<file path="src/design/rbt_pkg.sv">
// package for the registered bus transceiver: widths, register map and reset values
// assumes a single clock domain and an AXI4-Lite master on the register side
package rbt_pkg;
    localparam int          DATA_W      = 18;
    localparam int          FIFO_DEPTH  = 4;
    localparam int          AXI_AW      = 8;
    localparam logic [7:0]  OFS_CTRL    = 8'h00;
    localparam logic [7:0]  OFS_STATUS  = 8'h04;
    localparam logic [7:0]  OFS_AB_HOLD = 8'h08;
    localparam logic [7:0]  OFS_BA_HOLD = 8'h0C;
    localparam int          CTRL_AB_LE  = 0;
    localparam int          CTRL_AB_CK  = 1;
    localparam int          CTRL_AB_CG  = 2;
    localparam int          CTRL_AB_OE  = 3;
    localparam int          CTRL_BA_LE  = 4;
    localparam int          CTRL_BA_CK  = 5;
    localparam int          CTRL_BA_CG  = 6;
    localparam int          CTRL_BA_OE  = 7;
    localparam logic [7:0]  CTRL_RESET  = 8'hCC;
    localparam logic [1:0]  RESP_OKAY   = 2'b00;
    localparam logic [1:0]  RESP_SLVERR = 2'b10;
endpackage

</file>
<file path="src/design/rbt_fifo_if.sv">
// valid/ready carrier for one word stream between the block's own modules
interface rbt_fifo_if #(parameter int W = 18);
    logic         valid;
    logic         ready;
    logic [W-1:0] data;
    modport src (output valid, output data, input ready);
    modport snk (input valid, input data, output ready);
endinterface

</file>
<file path="src/design/rbt_fifo.sv">
// synchronous FIFO, width and depth parameters; read data taken combinationally from the array
// assumes one clock, synchronous active-low reset
module rbt_fifo #(
    parameter int W = 18,
    parameter int D = 4
) (
    input  wire logic ref_clk,
    input  wire logic rst_n,
    rbt_fifo_if.snk   wr,
    rbt_fifo_if.src   rd
);
    localparam int AW = $clog2(D);
    logic [W-1:0] mem [D];
    logic [AW-1:0] wPtr_r, wPtr_nxt, rPtr_r, rPtr_nxt;
    logic [AW:0]   cnt_r, cnt_nxt;
    logic          push, pop;

    assign wr.ready = (cnt_r != AW'(0) + (AW+1)'(D)) ? 1'b1 : 1'b0;
    assign rd.valid = (cnt_r != '0);
    assign rd.data  = mem[rPtr_r];
    assign push     = wr.valid && wr.ready;
    assign pop      = rd.valid && rd.ready;

    always_comb begin
        wPtr_nxt = push ? ((wPtr_r == AW'(D-1)) ? '0 : wPtr_r + AW'(1)) : wPtr_r;
        rPtr_nxt = pop  ? ((rPtr_r == AW'(D-1)) ? '0 : rPtr_r + AW'(1)) : rPtr_r;
        cnt_nxt  = cnt_r + (AW+1)'(push) - (AW+1)'(pop);
    end

    always_ff @(posedge ref_clk) begin
        if (!rst_n) begin
            wPtr_r <= '0;
            rPtr_r <= '0;
            cnt_r  <= '0;
        end else begin
            wPtr_r <= wPtr_nxt;
            rPtr_r <= rPtr_nxt;
            cnt_r  <= cnt_nxt;
        end
    end

    always_ff @(posedge ref_clk) begin
        if (push) begin
            mem[wPtr_r] <= wr.data;
        end
    end
endmodule // rbt_fifo

</file>
<file path="src/design/rbt_path.sv">
// one transfer direction: transparent latch, held value, gated falling-edge capture
// assumes control inputs are synchronous samples of the direction's pins
module rbt_path #(
    parameter int W = 18
) (
    input  wire logic         ref_clk,
    input  wire logic         rst_n,
    input  wire logic [W-1:0] srcIn,
    input  wire logic         latchEnable,
    input  wire logic         captureClock,
    input  wire logic         clockGate,
    input  wire logic         driveEnable_n,
    output logic      [W-1:0] dstOut,
    output logic              dstOe,
    output logic      [W-1:0] held,
    output logic              capturePulse
);
    logic [W-1:0] store_r, store_nxt;
    logic         ckPrev_r;
    logic         fallEdge;

    assign fallEdge     = ckPrev_r && !captureClock;
    // capture only with the clock gate active low
    assign capturePulse = fallEdge && !latchEnable && !clockGate;

    always_comb begin
        store_nxt = store_r;
        if (latchEnable) begin
            store_nxt = srcIn;
        end else if (capturePulse) begin
            store_nxt = srcIn;
        end
    end

    always_ff @(posedge ref_clk) begin
        if (!rst_n) begin
            store_r  <= '0;
            ckPrev_r <= 1'b0;
        end else begin
            store_r  <= store_nxt;
            ckPrev_r <= captureClock;
        end
    end

    // transparent mode bypasses the store combinationally
    assign dstOut = latchEnable ? srcIn : store_r;
    assign dstOe  = !driveEnable_n;
    assign held   = store_r;
endmodule // rbt_path

</file>
<file path="src/design/rbt_top.sv">
// registered bus transceiver top: two directions, bus keepers, AXI4-Lite status/control
// assumes all pins synchronous to ref_clk; the bench resolves tri-state wires from enables
//
// Overview of operation
// move 18-bit data between A and B
// each direction has own enables and clock
// latch enable high passes data straight through
// latch enable low, steady clock holds value
// capture on falling capture clock edge
// drive enable low drives destination port
// drive enable high floats destination port
// clock gate input qualifies capture clock
// floating inputs keep last valid level
// B-to-A mirrors A-to-B with own controls
// clock gate high ignores clock edges
//
// Local design decisions: register access over AXI4-Lite and the placing of the registers.
module rbt_top (
    input  wire logic                    ref_clk,
    input  wire logic                    rst_n,
    input  wire logic [rbt_pkg::DATA_W-1:0] aPortIn,
    input  wire logic [rbt_pkg::DATA_W-1:0] aPortInDriven,
    output logic      [rbt_pkg::DATA_W-1:0] aPortOut,
    output logic                         aPortOe,
    input  wire logic [rbt_pkg::DATA_W-1:0] bPortIn,
    input  wire logic [rbt_pkg::DATA_W-1:0] bPortInDriven,
    output logic      [rbt_pkg::DATA_W-1:0] bPortOut,
    output logic                         bPortOe,
    input  wire logic                    aToBLatchEnable,
    input  wire logic                    aToBCaptureClock,
    input  wire logic                    aToBClockGate,
    input  wire logic                    aToBDriveEnable_n,
    input  wire logic                    bToALatchEnable,
    input  wire logic                    bToACaptureClock,
    input  wire logic                    bToAClockGate,
    input  wire logic                    bToADriveEnable_n,
    output logic      [rbt_pkg::DATA_W-1:0] capData,
    output logic                         capValid,
    input  wire logic                    capReady,
    input  wire logic [7:0]              s_axi_awaddr,
    input  wire logic                    s_axi_awvalid,
    output logic                         s_axi_awready,
    input  wire logic [31:0]             s_axi_wdata,
    input  wire logic [3:0]              s_axi_wstrb,
    input  wire logic                    s_axi_wvalid,
    output logic                         s_axi_wready,
    output logic      [1:0]              s_axi_bresp,
    output logic                         s_axi_bvalid,
    input  wire logic                    s_axi_bready,
    input  wire logic [7:0]              s_axi_araddr,
    input  wire logic                    s_axi_arvalid,
    output logic                         s_axi_arready,
    output logic      [31:0]             s_axi_rdata,
    output logic      [1:0]              s_axi_rresp,
    output logic                         s_axi_rvalid,
    input  wire logic                    s_axi_rready
);
    localparam int W = rbt_pkg::DATA_W;

    //--------------------------------------------------------------
    // bus keepers
    //--------------------------------------------------------------
    // undriven bits keep the last driven level so the logic never sees a float
    logic [W-1:0] aKeep_r, aKeep_nxt, bKeep_r, bKeep_nxt;
    logic [W-1:0] aSeen, bSeen;

    always_comb begin
        aKeep_nxt = aSeen;
        bKeep_nxt = bSeen;
    end
    assign aSeen = (aPortIn & aPortInDriven) | (aKeep_r & ~aPortInDriven);
    assign bSeen = (bPortIn & bPortInDriven) | (bKeep_r & ~bPortInDriven);

    always_ff @(posedge ref_clk) begin
        if (!rst_n) begin
            aKeep_r <= '0;
            bKeep_r <= '0;
        end else begin
            aKeep_r <= aKeep_nxt;
            bKeep_r <= bKeep_nxt;
        end
    end

    //--------------------------------------------------------------
    // control register, can override pins
    //--------------------------------------------------------------
    // effective control = pin OR register bit (clock gates and active-low drive enables: AND)
    logic [7:0] ctrl_r, ctrl_nxt;
    logic       abLe, abCk, abCg, abOe_n, baLe, baCk, baCg, baOe_n;

    assign abLe   = aToBLatchEnable   | ctrl_r[rbt_pkg::CTRL_AB_LE];
    assign abCk   = aToBCaptureClock  | ctrl_r[rbt_pkg::CTRL_AB_CK];
    assign abCg   = aToBClockGate     & ctrl_r[rbt_pkg::CTRL_AB_CG];
    assign abOe_n = aToBDriveEnable_n & ctrl_r[rbt_pkg::CTRL_AB_OE];
    assign baLe   = bToALatchEnable   | ctrl_r[rbt_pkg::CTRL_BA_LE];
    assign baCk   = bToACaptureClock  | ctrl_r[rbt_pkg::CTRL_BA_CK];
    assign baCg   = bToAClockGate     & ctrl_r[rbt_pkg::CTRL_BA_CG];
    assign baOe_n = bToADriveEnable_n & ctrl_r[rbt_pkg::CTRL_BA_OE];

    //--------------------------------------------------------------
    // the two directions
    //--------------------------------------------------------------
    logic [W-1:0] abHeld, baHeld;
    logic         abCap, baCap;

    rbt_path #(.W(W)) u_ab (
        .ref_clk       (ref_clk),
        .rst_n         (rst_n),
        .srcIn         (aSeen),
        .latchEnable   (abLe),
        .captureClock  (abCk),
        .clockGate     (abCg),
        .driveEnable_n (abOe_n),
        .dstOut        (bPortOut),
        .dstOe         (bPortOe),
        .held          (abHeld),
        .capturePulse  (abCap)
    );

    rbt_path #(.W(W)) u_ba (
        .ref_clk       (ref_clk),
        .rst_n         (rst_n),
        .srcIn         (bSeen),
        .latchEnable   (baLe),
        .captureClock  (baCk),
        .clockGate     (baCg),
        .driveEnable_n (baOe_n),
        .dstOut        (aPortOut),
        .dstOe         (aPortOe),
        .held          (baHeld),
        .capturePulse  (baCap)
    );

    //--------------------------------------------------------------
    // capture stream
    //--------------------------------------------------------------
    // every clocked A-to-B capture is also queued; a full queue drops the word
    // and counts it, since the pin clock cannot be stalled
    rbt_fifo_if #(.W(W)) capIn ();
    rbt_fifo_if #(.W(W)) capOut ();
    logic [7:0] dropCnt_r, dropCnt_nxt;

    assign capIn.valid  = abCap;
    assign capIn.data   = aSeen;
    assign capData      = capOut.data;
    assign capValid     = capOut.valid;
    assign capOut.ready = capReady;

    rbt_fifo #(.W(W), .D(rbt_pkg::FIFO_DEPTH)) u_fifo (
        .ref_clk (ref_clk),
        .rst_n   (rst_n),
        .wr      (capIn),
        .rd      (capOut)
    );

    always_comb begin
        dropCnt_nxt = dropCnt_r;
        if (abCap && !capIn.ready && dropCnt_r != 8'hFF) begin
            dropCnt_nxt = dropCnt_r + 8'h01;
        end
    end

    //--------------------------------------------------------------
    // AXI4-Lite slave
    //--------------------------------------------------------------
    logic        awHave_r, awHave_nxt, wHave_r, wHave_nxt;
    logic [7:0]  awAddr_r, awAddr_nxt;
    logic [31:0] wData_r, wData_nxt;
    logic [3:0]  wStrb_r, wStrb_nxt;
    logic        bValid_r, bValid_nxt, rValid_r, rValid_nxt;
    logic [1:0]  bResp_r, bResp_nxt, rResp_r, rResp_nxt;
    logic [31:0] rData_r, rData_nxt;

    assign s_axi_awready = !awHave_r && !bValid_r;
    assign s_axi_wready  = !wHave_r && !bValid_r;
    assign s_axi_arready = !rValid_r;
    assign s_axi_bvalid  = bValid_r;
    assign s_axi_bresp   = bResp_r;
    assign s_axi_rvalid  = rValid_r;
    assign s_axi_rresp   = rResp_r;
    assign s_axi_rdata   = rData_r;

    always_comb begin
        awHave_nxt = awHave_r;
        wHave_nxt  = wHave_r;
        awAddr_nxt = awAddr_r;
        wData_nxt  = wData_r;
        wStrb_nxt  = wStrb_r;
        bValid_nxt = bValid_r;
        bResp_nxt  = bResp_r;
        rValid_nxt = rValid_r;
        rResp_nxt  = rResp_r;
        rData_nxt  = rData_r;
        ctrl_nxt   = ctrl_r;
        if (s_axi_awvalid && s_axi_awready) begin
            awHave_nxt = 1'b1;
            awAddr_nxt = s_axi_awaddr;
        end
        if (s_axi_wvalid && s_axi_wready) begin
            wHave_nxt = 1'b1;
            wData_nxt = s_axi_wdata;
            wStrb_nxt = s_axi_wstrb;
        end
        if (awHave_r && wHave_r) begin
            awHave_nxt = 1'b0;
            wHave_nxt  = 1'b0;
            bValid_nxt = 1'b1;
            bResp_nxt  = rbt_pkg::RESP_OKAY;
            if (awAddr_r == rbt_pkg::OFS_CTRL) begin
                if (wStrb_r[0]) begin
                    ctrl_nxt = wData_r[7:0];
                end
            end else if (awAddr_r == rbt_pkg::OFS_STATUS
                      || awAddr_r == rbt_pkg::OFS_AB_HOLD
                      || awAddr_r == rbt_pkg::OFS_BA_HOLD) begin
                bResp_nxt = rbt_pkg::RESP_OKAY;
            end else begin
                bResp_nxt = rbt_pkg::RESP_SLVERR;
            end
        end
        if (bValid_r && s_axi_bready) begin
            bValid_nxt = 1'b0;
        end
        if (s_axi_arvalid && s_axi_arready) begin
            rValid_nxt = 1'b1;
            rResp_nxt  = rbt_pkg::RESP_OKAY;
            case (s_axi_araddr)
                rbt_pkg::OFS_CTRL:    rData_nxt = {24'h00_0000, ctrl_r};
                rbt_pkg::OFS_STATUS:  rData_nxt = {16'h0000, dropCnt_r, 2'b00,
                                                   capValid, !capIn.ready,
                                                   !baOe_n, !abOe_n, baLe, abLe};
                rbt_pkg::OFS_AB_HOLD: rData_nxt = {14'h0000, abHeld};
                rbt_pkg::OFS_BA_HOLD: rData_nxt = {14'h0000, baHeld};
                default: begin
                    rData_nxt = 32'h0000_0000;
                    rResp_nxt = rbt_pkg::RESP_SLVERR;
                end
            endcase
        end else if (rValid_r && s_axi_rready) begin
            rValid_nxt = 1'b0;
        end
    end

    always_ff @(posedge ref_clk) begin
        if (!rst_n) begin
            awHave_r  <= 1'b0;
            wHave_r   <= 1'b0;
            awAddr_r  <= 8'h00;
            wData_r   <= 32'h0000_0000;
            wStrb_r   <= 4'h0;
            bValid_r  <= 1'b0;
            bResp_r   <= rbt_pkg::RESP_OKAY;
            rValid_r  <= 1'b0;
            rResp_r   <= rbt_pkg::RESP_OKAY;
            rData_r   <= 32'h0000_0000;
            ctrl_r    <= rbt_pkg::CTRL_RESET;
            dropCnt_r <= 8'h00;
        end else begin
            awHave_r  <= awHave_nxt;
            wHave_r   <= wHave_nxt;
            awAddr_r  <= awAddr_nxt;
            wData_r   <= wData_nxt;
            wStrb_r   <= wStrb_nxt;
            bValid_r  <= bValid_nxt;
            bResp_r   <= bResp_nxt;
            rValid_r  <= rValid_nxt;
            rResp_r   <= rResp_nxt;
            rData_r   <= rData_nxt;
            ctrl_r    <= ctrl_nxt;
            dropCnt_r <= dropCnt_nxt;
        end
    end
endmodule // rbt_top

</file>
<file path="config.mk">
export PLATFORM = sky130hd
export DESIGN_NAME = rbt_top
export DESIGN_NICKNAME = d
export VERILOG_FILES = /design/src/design/rbt_pkg.sv /design/src/design/rbt_fifo_if.sv /design/src/design/rbt_fifo.sv /design/src/design/rbt_path.sv /design/src/design/rbt_top.sv
export SDC_FILE = /design/constraint.sdc
export NUM_CORES = 1
export LEC_CHECK = 0
export ABC_AREA = 1
export BUFFER_PORTS_ARGS = -buffer_cell sky130_fd_sc_hd__buf_2
export CAP_MARGIN = 10
export CORE_MARGIN = 5
export CORE_UTILIZATION = 35
export DETAILED_ROUTE_END_ITERATION = 10
export PLACE_DENSITY = 0.64
export SYNTH_ARGS = -nofsm -noshare
export SYNTH_HDL_FRONTEND = slang
export SYNTH_SLANG_ARGS = --single-unit
</file>
<file path="constraint.sdc">
create_clock -name ref_clk -period 2.6 [get_ports ref_clk]
set_input_delay 0.52 -clock ref_clk [delete_from_list [all_inputs] [get_ports ref_clk]]
set_output_delay 0.52 -clock ref_clk [all_outputs]
set_load 0.005 [all_outputs]
</file>
==> flow_summary.json <==
{
  "timing.critical_path.from": "ctrl_r[4]$_SDFFE_PN0P_",
  "async_flop_share": 0,
  "area_growth_pct": 23.5,
  "drc": 0,
  "syn_inst": 1023,
  "cp_cell_sequence": "or2_1 > inv_2 > o21ai_0 > buf_2",
  "fmax_ghz": 0.415,
  "synth.area.top_cells": "dfxtp_1, edfxtp_1, o21ai_0, nand2_1, nor2_1",
  "htree_num_levels": 1,
  "antenna_found_initial": 2,
  "timing.final.hold_violations": 0,
  "vias": 7446,
  "instances_no_fill": 1572,
  "cts.path.max_buffers": 3,
  "skew_ps": 12.9,
  "placed_cells": 1529,
  "drv_cap": 0,
  "ys_seq_area_frac": 0.552,
  "drtAntennaViolNets": 0,
  "hpwl_um": 16900,
  "cts_tree": "done",
  "die_w_um": 170,
  "slew_headroom": 0.545,
  "rr_worst_depth": 11,
  "drive_gt1_frac": 0.249,
  "tightest_slew_ps": 682,
  "initial_utilization": 0.356,
  "syn_area_sq_um": 8990,
  "netlist-cell-type-count": 42,
  "die_area_sq_um": 29000,
  "synth_top_area_cell": "dfxtp_1",
  "clk_latency_ps": 510,
  "rsz0062_at_grt": "false",
  "min_delay_worst_endpoint": "s_axi_bvalid$_SDFFE_PP0P_",
  "cts_buffers": 24,
  "gp_congestion": 0.825,
  "critPathKind": "flip-flop to primary output",
  "via_per_inst": 4.74,
  "max-vdd-ir-drop_mv": 0.447,
  "p_leak_nw": 4.83,
  "finalSetupViolCount": 0,
  "grt_max_degree": 40,
  "status": "complete, no violations",
  "synthFlopType": "dfxtp_1",
  "hp-class": "primary input to flip-flop",
  "end_kind": "primary output",
  "netlist.area_leader.share": 0.312,
  "setup_ws_ps": 192,
  "ios": 238,
  "dieHeight_um": 170,
  "synth_edf_count": 72,
  "slew_viol_final": 0,
  "finalCritPeriodShare": 0.926,
  "critPathSlowestCell": "inv_2",
  "drt-total-wl_um": 24000,
  "cts_root_buf": "clkbuf_16",
  "clkTransAtPathRegs_ps": 60,
  "max_stage_delay_ps": 390,
  "required_ps": 2080,
  "cp_max_fo": 37,
  "min_path_cells": 2,
  "drt_iter0_drc": 494,
  "ys_ff_latch": 212,
  "drt-pass1-iter-count": 5,
  "worst-path-buf-inv": 2,
  "grt_overflow_total": 0,
  "synth_warnings": 0,
  "min_period_ps": 2410,
  "num_rows": 58,
  "final_nets": 1374,
  "r2r_start": "u_fifo.cnt_r[1]$_SDFF_PN0_",
  "syn_avg_cell_area_sq_um": 8.79,
  "timing.hold.ws_ps": 187,
  "min-delay-start": "s_axi_bready",
  "core_sq_um": 25300,
  "postCtsHoldBufs": 0,
  "portBuffers": 194,
  "start_kind": "flip-flop",
  "tns_ps": 0,
  "critPathTopFamily": "buffers and inverters",
  "r2r_slack_ps": 490,
  "wl_per_cell_um": 15.3,
  "numClockSinks": 212,
  "power.density_nw_per_um2": 778,
  "cp.arrival_ps": 1890,
  "grt_util_all_layers": 0.161,
  "grt_pass1_wl_um": 37700,
  "dp_slack_ps": 195,
  "grt_pass1_vias": 7051,
  "reg2reg_to": "u_fifo.cnt_r[2]$_SDFF_PN0_"
}
## worst max-delay path by stage
stage                            endpoint  slack (ps)  cells after the start
2_1_floorplan  u_fifo.mem[0][0]$_DFFE_PP_         320                      7
3_3_place_gp                   capData[1]         290                      4
3_5_place_dp                  capData[14]         190                      4
4_1_cts                      aPortOut[16]         160                      4
5_1_grt                        capData[1]          50                      4
6_report                     aPortOut[16]         190                      4
## state kept, by name, summed over array words and instances, names as in the netlist, 2 cells and up, named ones only
signal,flops
u_fifo.mem,72
aKeep_r,18
bKeep_r,18
s_axi_rdata,18
u_ab.held,18
u_ba.held,18
awAddr_r,8
ctrl_r,8
dropCnt_r,8
wData_r,8
u_fifo.cnt_r,3
u_fifo.rPtr_r,2
u_fifo.wPtr_r,2
## routing by layer
metal  part of all wire  wire, um  GRT usage
met5            0.00054        13          0
met4              0.020       472     0.0365
met3              0.077      1840     0.0369
met2               0.44     10600      0.257
met1               0.46     11100      0.225
## cell type report
type	instances	area [sq um]
inverters	74	280
fillers	2510	14100
clock inverters	7	87.6
clock buffers	35	724
flip-flops and latches	212	4960
repair buffers	224	1210
well taps	330	413
diodes	1	2.50
multi-input cells	689	3420
## placed cells by master (no fill, tap or decap), drive strengths merged
master	count
clkbuf	35
o21ai	164
a21oi	66
dfxtp	140
inv	71
bufinv	2
edfxtp	72
o211a	2
clkinv	7
o21a	1
nand4	3
conb	16
nor2	156
diode	1
o22ai	18
nor3	6
buf	224
a211oi	1
nand3b	1
nand2	167
clkinvlp	1
ha	8
mux2i	18
fa	1
xnor2	1
nand3	59
or2	1
## stage by stage
step	instance area, sq um	utilization	total power [W]
after floorplan	9050	-	0.00465
after global placement	10300	0.407	0.00526
after detailed placement	10300	0.407	0.00530
after CTS	11100	0.440	0.00877
after global routing	11100	0.440	0.00909
final	11100	0.440	0.00864
## cell families (layout without fill, tap and decap cells)
kind of cell	Yosys count	count (layout)	synth area share
buffers and inverters	137	340	0.0733
other	1	17	0.000417
AOI/OAI and AO/OA	252	252	0.153
muxes	18	18	0.0200
adders and majority gates	9	9	0.0134
xor gates and xnor gates	1	1	0.000974
DFF	212	212	0.552
and+or+nand+nor	393	393	0.187
## report_power, final
group	internal (W)	leakage (nW)	switching [W]
registers	0.00361	1.80	0.000106
logic	0.000565	2.63	0.000929
clock network	0.00212	0.399	0.00131
total	0.00629	4.83	0.00234
## repair_timing
action,4_1_cts,5_1_grt
resized for setup,1,0
setup endpoints to repair,18,0
setup buffers,0,0
## cells in the mapped netlist (3+ instances only)
library cell	n
a21oi_1	46
a21oi_2	20
buf_2	14
buf_4	18
buf_6	4
clkbuf_1	23
clkinv_1	3
dfxtp_1	140
edfxtp_1	72
ha_1	8
inv_1	64
inv_2	6
mux2i_1	18
nand2_1	161
nand2_2	4
nand3_1	58
nand4_1	3
nor2_1	147
nor2_2	5
nor2_4	3
nor3_1	3
o21ai_0	142
o21ai_1	22
o22ai_1	18
Power figures use the tool's default switching activity.
